<file path="src/rtl/uplink_regs.vh">
`ifndef UPLINK_REGS_VH
`define UPLINK_REGS_VH

// clock and timing
`define CLK_MHZ             10
`define CHANGE_MISS_US      1000
`define REF_MISS_US         6000000
`define CHANGE_MISS_CYCLES  (`CHANGE_MISS_US * `CLK_MHZ)
`define REF_MISS_CYCLES     (`REF_MISS_US * `CLK_MHZ)

// widths
`define AZ_W                14
`define RANGE_W             20
`define LIMIT_W             16
`define TYPE_W              4
`define CODE_W              3
`define NUM_REQ             6
`define SEQ_AW              6
`define SYNC_N              4

// interrogation type field positions
`define TYPE_MODES_BIT      3
`define TYPE_LONG_BIT       2

// request flag index, equal to its status code
`define REQ_TX_DONE         0
`define REQ_RANGE_START     1
`define REQ_OVERFLOW        2
`define REQ_UNDERFLOW       3
`define REQ_CHANGE_MISS     4
`define REQ_REF_MISS        5

// sequence controller addresses
`define SEQ_END_ATCRBS      6'h18
`define SEQ_END_SHORT       6'h29
`define SEQ_END_LONG        6'h3E
`define SEQ_PAR_START       6'h0E

`endif

</file>
<file path="src/rtl/pin_sync.v">
`timescale 1ns/1ps
`include "uplink_regs.vh"

module pin_sync (
	input  wire clk,
	input  wire reset,
	input  wire pin_in,
	output reg  level,
	output reg  rise,
	output reg  fall
);

	reg s1_r;
	reg s2_r;
	reg s3_r;

	always @(posedge clk or posedge reset) begin
		if (reset) begin
			s1_r  <= 1'b0;
			s2_r  <= 1'b0;
			s3_r  <= 1'b0;
			level <= 1'b0;
			rise  <= 1'b0;
			fall  <= 1'b0;
		end else begin
			s1_r <= pin_in;
			s2_r <= s1_r;
			s3_r <= s2_r;
			rise <= s2_r & s3_r & ~level;
			fall <= ~s2_r & ~s3_r & level;
			if (s2_r == s3_r) begin
				level <= s2_r;
			end
		end
	end

endmodule // pin_sync

</file>
<file path="src/rtl/tx_sequencer.v">
`timescale 1ns/1ps
`include "uplink_regs.vh"

module tx_sequencer (
	input  wire                 clk,
	input  wire                 reset,
	input  wire                 start,
	input  wire [`TYPE_W-1:0]   type_in,
	output reg                  mod_line,
	output reg                  parity_sel,
	output reg                  done,
	output reg                  busy
);

	reg  [`SEQ_AW-1:0] addr_r;
	reg  [`TYPE_W-1:0] type_r;
	wire [7:0]         atcrbs_word;
	wire [7:0]         modes_word;
	wire [4:0]         ctrl_word;
	wire               end_sel;
	wire               par_sel;

	// modulation rom for ATCRBS types, one line per type
	function [7:0] rom_atcrbs;
		input [`SEQ_AW-1:0] a;
		begin
			case (a[5:1])
				5'h00: rom_atcrbs = 8'hFF;
				5'h02: rom_atcrbs = 8'h01;
				5'h04: rom_atcrbs = 8'h02;
				5'h05: rom_atcrbs = 8'h04;
				5'h06: rom_atcrbs = 8'h08;
				5'h08: rom_atcrbs = 8'h10;
				5'h09: rom_atcrbs = 8'h20;
				5'h0A: rom_atcrbs = 8'h40;
				5'h0B: rom_atcrbs = 8'h80;
				default: rom_atcrbs = 8'h00;
			endcase
		end
	endfunction

	// modulation rom for selective types, line 0 short, others long
	function [7:0] rom_modes;
		input [`SEQ_AW-1:0] a;
		begin
			if (a <= 6'h03 || (a >= 6'h08 && a <= 6'h0B))
				rom_modes = 8'hFF;
			else if (a >= `SEQ_PAR_START && a < `SEQ_END_SHORT)
				rom_modes = 8'hFF;
			else if (a >= `SEQ_PAR_START && a < `SEQ_END_LONG)
				rom_modes = 8'hFE;
			else
				rom_modes = 8'h00;
		end
	endfunction

	// control rom: end long, end short, end atcrbs, parity long, parity short
	function [4:0] rom_ctrl;
		input [`SEQ_AW-1:0] a;
		begin
			rom_ctrl = {a == `SEQ_END_LONG, a == `SEQ_END_SHORT, a == `SEQ_END_ATCRBS,
				a >= `SEQ_PAR_START && a < `SEQ_END_LONG,
				a >= `SEQ_PAR_START && a < `SEQ_END_SHORT};
		end
	endfunction

	assign atcrbs_word = rom_atcrbs(addr_r);
	assign modes_word  = rom_modes(addr_r);
	assign ctrl_word   = rom_ctrl(addr_r);

	assign end_sel = ~type_r[`TYPE_MODES_BIT] ? ctrl_word[2] :
		(type_r[`TYPE_LONG_BIT] ? ctrl_word[4] : ctrl_word[3]);
	assign par_sel = type_r[`TYPE_MODES_BIT] &
		(type_r[`TYPE_LONG_BIT] ? ctrl_word[1] : ctrl_word[0]);

	always @(posedge clk or posedge reset) begin
		if (reset) begin
			addr_r     <= {`SEQ_AW{1'b0}};
			type_r     <= {`TYPE_W{1'b0}};
			mod_line   <= 1'b0;
			parity_sel <= 1'b0;
			done       <= 1'b0;
			busy       <= 1'b0;
		end else begin
			done <= 1'b0;
			if (!busy) begin
				mod_line   <= 1'b0;
				parity_sel <= 1'b0;
				if (start) begin
					type_r <= type_in;
					addr_r <= {`SEQ_AW{1'b0}};
					busy   <= 1'b1;
				end
			end else begin
				mod_line   <= type_r[`TYPE_MODES_BIT] ? modes_word[type_r[2:0]] :
					atcrbs_word[type_r[2:0]];
				parity_sel <= par_sel;
				addr_r     <= addr_r + 6'h01;
				if (end_sel) begin
					done <= 1'b1;
					busy <= 1'b0;
				end
			end
		end
	end

endmodule // tx_sequencer

</file>
<file path="src/rtl/uplink_tx_azimuth_and_irq.v">
// Operation
// - edge detect pulses to one clock
// - change pulses count 14-bit azimuth
// - holding register drives tristate bus
// - azimuth forwarded to driver array
// - address counter steps three roms
// - latch type at sequence start
// - type selects end and parity lines
// - six sources, 3-bit status code
// - fixed code per source
// - sticky request flag per source
// - priority encoder, transmit done first
// - one-shot loads code, sends attention
// - enable then latch and interrupt
// - decoder selects flag to clear
// - read end clears flag, one-shot
// - next pending code raises interrupt
// - range limit match restarts counter
// - transmit time match starts sequencer
`timescale 1ns/1ps
`include "uplink_regs.vh"

module uplink_tx_azimuth_and_irq #(
	parameter [31:0] CHANGE_MISS_CYCLES = `CHANGE_MISS_CYCLES,
	parameter [31:0] REF_MISS_CYCLES    = `REF_MISS_CYCLES
) (
	input  wire                 clk,
	input  wire                 reset,
	input  wire                 azimuth_change_pulse,
	input  wire                 azimuth_reference_pulse,
	input  wire                 azimuth_read,
	input  wire                 status_read,
	input  wire [`TYPE_W-1:0]   interrogation_type,
	input  wire [`RANGE_W-1:0]  tx_time,
	input  wire                 tx_time_load,
	input  wire [`LIMIT_W-1:0]  range_limit,
	input  wire                 range_limit_load,
	input  wire                 range_run,
	input  wire                 input_overflow_request,
	input  wire                 input_underflow_request,
	output reg  [`AZ_W-1:0]     azimuth_bus_out,
	output reg                  azimuth_bus_oe,
	output reg  [`AZ_W-1:0]     driver_array,
	output reg  [`CODE_W-1:0]   status_code,
	output reg                  send_attention_pulse,
	output reg                  request_clear_n,
	output wire                 modulation_line,
	output wire                 parity_select,
	output wire                 tx_busy
);

	localparam SYNC_CHANGE = 0;
	localparam SYNC_REF    = 1;
	localparam SYNC_AZREAD = 2;
	localparam SYNC_STREAD = 3;

	wire [`SYNC_N-1:0]  sync_in;
	wire [`SYNC_N-1:0]  sync_level;
	wire [`SYNC_N-1:0]  sync_rise;
	wire [`SYNC_N-1:0]  sync_fall;

	reg  [`AZ_W-1:0]    azimuth_counter;
	reg  [`RANGE_W-1:0] range_cnt_r;
	reg  [`LIMIT_W-1:0] range_limit_r;
	reg  [`RANGE_W-1:0] tx_time_r;
	reg                 tx_armed_r;
	reg                 range_period_start_request;
	reg                 tx_time_match;
	reg  [31:0]         change_wait_r;
	reg  [31:0]         ref_wait_r;
	reg                 missing_change_pulse_request;
	reg                 missing_reference_pulse_request;
	reg  [`NUM_REQ-1:0] flags_r;
	reg  [`NUM_REQ-1:0] flags_nxt;
	reg                 oneshot_r;
	integer             fi;

	wire                tx_done_request;
	wire                range_match;
	wire                time_match;
	wire [`NUM_REQ-1:0] req_vec;
	wire [`NUM_REQ-1:0] clear_vec;
	wire [`CODE_W-1:0]  enc_code;
	wire                any_pending;
	wire                fire;
	wire                clear_en;
	wire [7:0]          dec_vec;

	assign sync_in[SYNC_CHANGE] = azimuth_change_pulse;
	assign sync_in[SYNC_REF]    = azimuth_reference_pulse;
	assign sync_in[SYNC_AZREAD] = azimuth_read;
	assign sync_in[SYNC_STREAD] = status_read;

	genvar gi;
	generate
		for (gi = 0; gi < `SYNC_N; gi = gi + 1) begin : g_sync
			pin_sync u_sync (
				.clk    (clk),
				.reset  (reset),
				.pin_in (sync_in[gi]),
				.level  (sync_level[gi]),
				.rise   (sync_rise[gi]),
				.fall   (sync_fall[gi])
			);
		end
	endgenerate

	// unused encoder inputs sit inactive, lowest index has priority
	function [`CODE_W-1:0] prio_enc;
		input [7:0] pend;
		integer k;
		begin
			prio_enc = 3'h0;
			for (k = 7; k >= 0; k = k - 1) begin
				if (pend[k])
					prio_enc = k[2:0];
			end
		end
	endfunction

	function [7:0] dec3to8;
		input [`CODE_W-1:0] c;
		begin
			dec3to8 = 8'h01 << c;
		end
	endfunction

	// ---------------- azimuth decoder ----------------

	always @(posedge clk or posedge reset) begin
		if (reset) begin
			azimuth_counter <= {`AZ_W{1'b0}};
			azimuth_bus_out <= {`AZ_W{1'b0}};
			azimuth_bus_oe  <= 1'b0;
			driver_array    <= {`AZ_W{1'b0}};
		end else begin
			if (sync_rise[SYNC_REF])
				azimuth_counter <= {`AZ_W{1'b0}};
			else if (sync_rise[SYNC_CHANGE])
				azimuth_counter <= azimuth_counter + 14'h0001;
			if (!sync_level[SYNC_AZREAD])
				azimuth_bus_out <= azimuth_counter;
			azimuth_bus_oe <= sync_level[SYNC_AZREAD];
			driver_array <= azimuth_counter;
		end
	end

	always @(posedge clk or posedge reset) begin
		if (reset) begin
			change_wait_r                <= 32'h00000000;
			missing_change_pulse_request <= 1'b0;
		end else begin
			missing_change_pulse_request <= 1'b0;
			// count rests at the limit, so one request per gap
			if (sync_rise[SYNC_CHANGE])
				change_wait_r <= 32'h00000000;
			else if (change_wait_r != CHANGE_MISS_CYCLES)
				change_wait_r <= change_wait_r + 32'h00000001;
			if (!sync_rise[SYNC_CHANGE] && change_wait_r == CHANGE_MISS_CYCLES - 32'h00000001)
				missing_change_pulse_request <= 1'b1;
		end
	end

	always @(posedge clk or posedge reset) begin
		if (reset) begin
			ref_wait_r                      <= 32'h00000000;
			missing_reference_pulse_request <= 1'b0;
		end else begin
			missing_reference_pulse_request <= 1'b0;
			if (sync_rise[SYNC_REF])
				ref_wait_r <= 32'h00000000;
			else if (ref_wait_r != REF_MISS_CYCLES)
				ref_wait_r <= ref_wait_r + 32'h00000001;
			if (!sync_rise[SYNC_REF] && ref_wait_r == REF_MISS_CYCLES - 32'h00000001)
				missing_reference_pulse_request <= 1'b1;
		end
	end

	// ---------------- transmission timing ----------------

	assign range_match = range_run &&
		(range_cnt_r[`RANGE_W-1:`RANGE_W-`LIMIT_W] == range_limit_r);
	assign time_match  = range_run && tx_armed_r &&
		(range_cnt_r == tx_time_r);

	always @(posedge clk or posedge reset) begin
		if (reset) begin
			range_cnt_r                <= {`RANGE_W{1'b0}};
			range_limit_r              <= {`LIMIT_W{1'b0}};
			range_period_start_request <= 1'b0;
		end else begin
			if (range_limit_load)
				range_limit_r <= range_limit;
			if (!range_run || range_match)
				range_cnt_r <= {`RANGE_W{1'b0}};
			else
				range_cnt_r <= range_cnt_r + 20'h00001;
			range_period_start_request <= range_match;
		end
	end

	always @(posedge clk or posedge reset) begin
		if (reset) begin
			tx_time_r     <= {`RANGE_W{1'b0}};
			tx_armed_r    <= 1'b0;
			tx_time_match <= 1'b0;
		end else begin
			tx_time_match <= time_match;
			// one load arms one transmission
			if (tx_time_load) begin
				tx_time_r  <= tx_time;
				tx_armed_r <= 1'b1;
			end else if (time_match) begin
				tx_armed_r <= 1'b0;
			end
		end
	end

	tx_sequencer u_seq (
		.clk        (clk),
		.reset      (reset),
		.start      (tx_time_match),
		.type_in    (interrogation_type),
		.mod_line   (modulation_line),
		.parity_sel (parity_select),
		.done       (tx_done_request),
		.busy       (tx_busy)
	);

	// ---------------- interrupt generation ----------------

	assign req_vec[`REQ_TX_DONE]     = tx_done_request;
	assign req_vec[`REQ_RANGE_START] = range_period_start_request;
	assign req_vec[`REQ_OVERFLOW]    = input_overflow_request;
	assign req_vec[`REQ_UNDERFLOW]   = input_underflow_request;
	assign req_vec[`REQ_CHANGE_MISS] = missing_change_pulse_request;
	assign req_vec[`REQ_REF_MISS]    = missing_reference_pulse_request;

	assign enc_code    = prio_enc({2'b00, flags_r});
	assign any_pending = |flags_r;
	assign fire        = any_pending & ~oneshot_r;
	assign clear_en    = ~request_clear_n & oneshot_r;
	assign dec_vec     = dec3to8(status_code);
	assign clear_vec   = dec_vec[`NUM_REQ-1:0] & {`NUM_REQ{clear_en}};

	always @* begin
		flags_nxt = flags_r;
		for (fi = 0; fi < `NUM_REQ; fi = fi + 1) begin
			if (clear_vec[fi])
				flags_nxt[fi] = 1'b0;
			if (req_vec[fi])
				flags_nxt[fi] = 1'b1;
		end
	end

	always @(posedge clk or posedge reset) begin
		if (reset) begin
			flags_r <= {`NUM_REQ{1'b0}};
		end else begin
			flags_r <= flags_nxt;
		end
	end

	always @(posedge clk or posedge reset) begin
		if (reset) begin
			status_code <= {`CODE_W{1'b0}};
			oneshot_r   <= 1'b0;
		end else begin
			if (fire)
				status_code <= enc_code;
			if (clear_en)
				oneshot_r <= 1'b0;
			else if (fire)
				oneshot_r <= 1'b1;
		end
	end

	always @(posedge clk or posedge reset) begin
		if (reset) begin
			send_attention_pulse <= 1'b0;
			request_clear_n      <= 1'b1;
		end else begin
			send_attention_pulse <= fire;
			request_clear_n <= ~(sync_fall[SYNC_STREAD] & oneshot_r);
		end
	end

endmodule // uplink_tx_azimuth_and_irq
</file>
<file path="config.mk">
export PLATFORM = sky130hd
export DESIGN_NAME = uplink_tx_azimuth_and_irq
export DESIGN_NICKNAME = d
export VERILOG_FILES = /design/src/rtl/pin_sync.v /design/src/rtl/tx_sequencer.v /design/src/rtl/uplink_tx_azimuth_and_irq.v
export VERILOG_INCLUDE_DIRS = /design/src /design/src/rtl
export SDC_FILE = /design/constraint.sdc
export NUM_CORES = 1
export LEC_CHECK = 0
export ABC_AREA = 1
export BUFFER_PORTS_ARGS = -buffer_cell sky130_fd_sc_hd__buf_4
export CORE_MARGIN = 2
export CORE_UTILIZATION = 35
export CTS_BUF_LIST = sky130_fd_sc_hd__clkbuf_4 sky130_fd_sc_hd__clkbuf_8
export CTS_CLUSTER_DIAMETER = 60
export CTS_CLUSTER_SIZE = 24
export DETAILED_ROUTE_END_ITERATION = 10
export PLACE_DENSITY_LB_ADDON = 0.25
export SYNTH_ARGS = -nofsm -noshare
export SYNTH_HDL_FRONTEND = slang
export SYNTH_SLANG_ARGS = --single-unit
</file>
<file path="constraint.sdc">
create_clock -name clk -period 7.7 [get_ports clk]
set_input_delay 1.925 -clock clk [delete_from_list [all_inputs] [get_ports clk]]
set_output_delay 1.925 -clock clk [all_outputs]
set_load 0.02 [all_outputs]
</file>
=== Word-level counts from Yosys, hierarchy flattened ===
Memory sizes are Yosys's and may differ from the RTL's.
Index checks and enable logic that the tools add are counted.

* Register bits: 213
* Input bits: 51
* Word-level logic and storage cells: 174
* Memories kept: 1
* ROM bits: 128

* Reduce and logical (&&, ||, !) cells: 27
* Multiplexer cells: 52
* Bitwise gates (word level): 19
* Equal/unequal tests: 13
* Add/subtract/negate cells: 5
* Shift-type cells: 1
* $lt $le $gt $ge: 7

{| class="wikitable"
|+ Memories
! name !! words !! bits a word !! rd ports !! clocked after memory_dff !! write ports !! RTL line !! text
|-
| (no name shown) || 16 || 8 || 1 || 0 || 0 || tx_sequencer.v:27 || <nowiki>case (a[5:1])</nowiki>
|}

{| class="wikitable"
|+ Operator list
! cell !! number
|-
| 32-bit 2-to-1 mux || 4
|-
| 32-bit by 1-bit adder with 32-bit output, second input constant || 2
|-
| 32-bit by 14-bit equality test with 1-bit output, second input constant || 1
|-
| 32-bit by 26-bit equality test with 1-bit output, second input constant || 1
|-
| 8-bit 2-to-1 mux || 4
|-
| 32-bit by 14-bit inequality test with 1-bit output, second input constant || 1
|-
| 32-bit by 26-bit inequality test with 1-bit output, second input constant || 1
|-
| 1-bit 2-to-1 mux || 31
|-
| 14-bit 2-to-1 mux || 2
|-
| 2-bit nonzero test || 12
|-
| 20-bit by 1-bit adder with 20-bit output, second input constant || 1
|-
| 20-bit equality test || 1
|-
| 20-bit 2-to-1 mux || 1
|-
| 3-bit 2-to-1 mux || 6
|-
| 16-bit equality test || 1
|-
| 14-bit by 1-bit adder with 14-bit output, second input constant || 1
|-
| 6-bit equality test, second input constant || 2
|-
| 6-bit by 4-bit greater-or-equal comparator with 1-bit output, second input constant || 2
|-
| 6-bit less-than comparator, second input constant || 2
|-
| 6-bit 2-to-1 mux || 2
|-
| 1-bit bitwise AND || 10
|-
| 1-bit logical AND || 8
|-
| 1-bit inverter || 8
|-
| 6-bit by 1-bit adder with 6-bit output, second input constant || 1
|-
| 12 further kinds || 19
|}

=== Logic depth before layout (Yosys ltp) ===
* Depth in word-level cells: 9
* Mapped depth: 11
* Gate-level depth less buffers: 11

=== Cells and area by module ===
A second synthesis with hierarchy kept.

* Cells, all modules: 1474
* Area total of the unflattened synthesis: 11225.8 µm²

{| class="wikitable"
|+ By module, submodules not included
! module !! cells an instance !! instances !! area each (µm²)
|-
| uplink_tx_azimuth_and_irq || 1269 || 1 || 9475.3
|-
| tx_sequencer || 129 || 1 || 884.6
|-
| pin_sync || 19 || 4 || 216.5
|}

=== Least setup slack after synthesis ===
No wires, ideal clock.

* Path type: input to register
* Start point: input range_limit_load
* End point: register range_limit_r[10]
* Arrival: 2.553 ns
* Stages: 2
* Path buffers: 1
* Slack: 5.022 ns
* Cell sequence: clkbuf_1 -> mux2_2

{| class="wikitable"
|+ RTL lines
! element !! RTL line !! text
|-
| start: declaration || uplink_tx_azimuth_and_irq.v:37 || <nowiki>input wire range_limit_load,</nowiki>
|-
| end signal: assignment || uplink_tx_azimuth_and_irq.v:189 || <nowiki>range_limit_r <= {`LIMIT_W{1'b0}};</nowiki>
|-
| end signal: assignment || uplink_tx_azimuth_and_irq.v:193 || <nowiki>range_limit_r <= range_limit;</nowiki>
|-
| end: declaration || uplink_tx_azimuth_and_irq.v:64 || <nowiki>reg [`LIMIT_W-1:0] range_limit_r;</nowiki>
|}

No word-level cell between the ends.

=== Worst setup path after layout ===
* Start point: register u_seq.busy
* End point: output tx_busy

{| class="wikitable"
|+ RTL lines
! element !! RTL line !! text
|-
| start: declaration || tx_sequencer.v:12 || <nowiki>output reg busy</nowiki>
|-
| start signal: assignment || tx_sequencer.v:83 || <nowiki>busy <= 1'b0;</nowiki>
|-
| start signal: assignment || tx_sequencer.v:92 || <nowiki>busy <= 1'b1;</nowiki>
|-
| start signal: assignment || tx_sequencer.v:101 || <nowiki>busy <= 1'b0;</nowiki>
|-
| end: declaration || uplink_tx_azimuth_and_irq.v:49 || <nowiki>output wire tx_busy</nowiki>
|}

No word-level cell between the ends.

==> qor.csv <==
metric,value,unit
drt drc,0,
Die W,179,µm
deepest clock path buffer count,3,
Sum Neg Setup Slack,0,ns
CTS Buf Count,23,
sequential-to-total area share from yosys stat,49.7,%
final setup violating endpoints,0,
cells along the critical path,buf_4,
Reg area,5330,µm²
worst path required time,5.78,ns
CP top delay family,flip-flops,
pre-CTS setup slack,4.14,ns
initial core utilization,35.3,%
GRT Overall Usage,16.2,%
run status,finished clean,
Port Buffers,87,
final period utilization,42.5,%
worst path arrival time,1.35,ns
vias per cell,4.65,
clock sink total,213,
Mapped Nets,1469,
post-synthesis cell count,1405,
"wirelength, routed",25.2,mm
largest family of logic cells by synthesized area,simple AND/OR/NAND/NOR gates,
initial antenna violation count,0,
post_cts resized,0,
Peak VDD IR,192,µV
Initial DRT Pass Iterations,5,
Fillers,3107,
Critical path buffers and inverters,1,
clock latency on the worst-skew pair,0.56,ns
H-tree Lvls,1,
synth warn,0,
"Hold Vio Cnt, Final",0,
"Setup Fix Bufs, Post-CTS",0,
WL per Instance,13.2,µm
RSZ-0062 raised after global routing,false,
max-slew violation count,0,
clock skew,0.0262,ns
hold buffer count at cts,0,
post-route ant nets,0,
"Reg clk slew, reported paths",0.11,ns
Power Density,202,nW/µm²
Post-Synth Adder-Cell Area,1.61,%
Setup crit start kind,flop,
Worst path max stage delay,0.57,ns
max-cap violations,0,
GP Congestion,0.896,
Post-layout nets,1556,
Die Area,32100,µm²
post-synthesis xor/xnor area fraction,3.43,%
synthesized area per cell,7.64,µm²
leakage power,5.80,nW
via count,8858,
Peak Freq,0.306,GHz
Post-DP HPWL,18.3,mm
Tot Pwr,2.51,mW
Multi-input gate area,4620,µm²
multiplexer share of the synthesized area,1.36,%
vias in the first global route,8538,
Core ar.,30400,µm²
synthesized area,10700,µm²
fraction of the mapped netlist area in compound gates,5.71,%
largest net degree at the start of global routing,167,
initial DRC count,488,
CTS Root Cell,clkbuf_8,
worst slew pin tran,0.885,ns
fin crit period,3.27,ns
first-pass GRT wire length,42.6,mm
Synth Area in Simple Gates,31.0,%
Die Y,179,µm
library cells used by synthesis,35,
largest fanout on the critical path,10,
#FFs+latches synth,213,
slew margin rel.,41.0,%
slowest CP cell,dfrtp_1,
Hold WC Path Type,flop to flop,
GRT Residual Overflow,0,
Core Rows,64,
IO Count,88,
Antenna diodes,0,
Final WS setup,4.43,ns
Area growth syn-to-layout,15.5,%
CP Capture Type,output pin,
WS Path Type,flop to output pin,
layout cells sized above 1,10.9,%
CTS tree,yes,
-- registers in the layout, indices dropped and copies added (netlist names), 6 cells and up --
signal,cells
ref_wait_r,32
driver_array,14
flags_r,6
range_cnt_r,20
tx_time_r,20
azimuth_counter,14
azimuth_bus_out,14
u_seq.addr_r,6
range_limit_r,16
change_wait_r,32
-- area by class of cell --
| cell class | instances | share of cell area (%) |
|---|---|---|
| Clock buffer | 24 | 2.61 |
| Sequential cell | 213 | 43.0 |
| Tap cell | 396 | 4.00 |
| Clock inverter | 17 | 2.16 |
| Timing Repair Buffer | 91 | 5.61 |
| Inverter | 174 | 5.30 |
| Multi-Input combinational cell | 989 | 37.3 |
-- synth_stat cells --
cell type  instances  area share, %
nand3_2            2           0.19
nor3_2             3           0.28
nand2_1          400             14
dfstp_2            1           0.24
clkbuf_1          19           0.66
a22o_1             1          0.082
o21bai_1           7           0.49
dfrtp_1          212             49
inv_2              1          0.035
nor3_1            46            2.1
xnor2_1            4           0.33
mux2_2            13            1.4
o21a_1             2           0.14
o21ai_0           72            3.4
maj3_1             1          0.093
xor2_1            38            3.1
buf_4              2           0.14
clkbuf_2           2          0.093
nand3_1           68            3.2
nand4_1           29            1.7
inv_1            173            6.0
buf_2              6           0.28
o22ai_1            1          0.058
nor2_2             3           0.17
o211ai_1           1          0.070
nand2_2            4           0.23
o21ai_1            3           0.14
nor2_4             3           0.31
a21oi_1           24            1.1
a31oi_1            2           0.12
ha_1              13            1.5
nor2_1           245            8.6
and3_1             1          0.058
nor3_4             1           0.15
a211oi_1           2           0.14
-- layout by cell type (no fill, tap or decap), types with 13 or more instances in the layout --
cell / instances
o21ai_0: 72
ha_1: 13
buf_4: 90
clkbuf_8: 23
nand2_1: 400
dfrtp_1: 212
nor3_1: 46
mux2_2: 13
xor2_1: 38
nand4_1: 29
a21oi_1: 24
nor2_1: 245
inv_1: 172
nand3_1: 68
-- logic make-up (layout without fill, tap and decap cells) --
| logic type | count (synthesis) | after routing |
|---|---|---|
| adder cells (fa/ha/maj) | 14 | 14 |
| XOR/XNOR | 42 | 42 |
| multiplexers | 13 | 13 |
| flip-flops | 213 | 213 |
| AND/OR/NAND/NOR | 805 | 805 |
| AO/OA/AOI/OAI | 115 | 115 |
| buffers and inverters | 203 | 306 |
-- where the power goes --
part / total (mW) / internal [mW] / switching [mW]
registers: 1.27 / 1.20 / 0.0702
logic: 0.314 / 0.120 / 0.194
clock network: 0.926 / 0.453 / 0.473
-- through the flow --
step | hold slack (ns) | instances | cell area [µm²] | util, %
floorplan | 0.331 | 1405 | 10700 | -
global placement | 0.335 | 1863 | 11800 | 38.8
detailed placement | 0.335 | 1863 | 11800 | 38.8
CTS | 0.361 | 1904 | 12400 | 40.7
global route | 0.369 | 1904 | 12400 | 40.7
finish | 0.359 | 1904 | 12400 | 40.7
-- metal layers --
layer | global-route usage [%] | vias to the layer above | part of all wire [%]
li1 | - | 4570 | -
met1 | 22.8 | 4091 | 48
met2 | 26.7 | 160 | 45
met3 | 2.27 | 37 | 4.2
met4 | 3.63 | 0 | 2.0
met5 | 0 | - | 0
-- worst paths after layout --
check | end | slack (ns) | start | cells past startpoint
max in group asynchronous | ref_wait_r[3] | 4.84 | reset | 4
worst max-delay path | tx_busy | 4.43 | u_seq.busy | 1
worst min register to register | g_sync[2].u_sync.s2_r | 0.36 | g_sync[2].u_sync.s1_r | 0
min in group asynchronous | g_sync[1].u_sync.s1_r | 1.58 | reset | 3
worst min-delay path | g_sync[2].u_sync.s2_r | 0.36 | g_sync[2].u_sync.s1_r | 0
worst max register to register | range_cnt_r[13] | 5.81 | range_cnt_r[6] | 9
(Power assumes the default switching activity.)
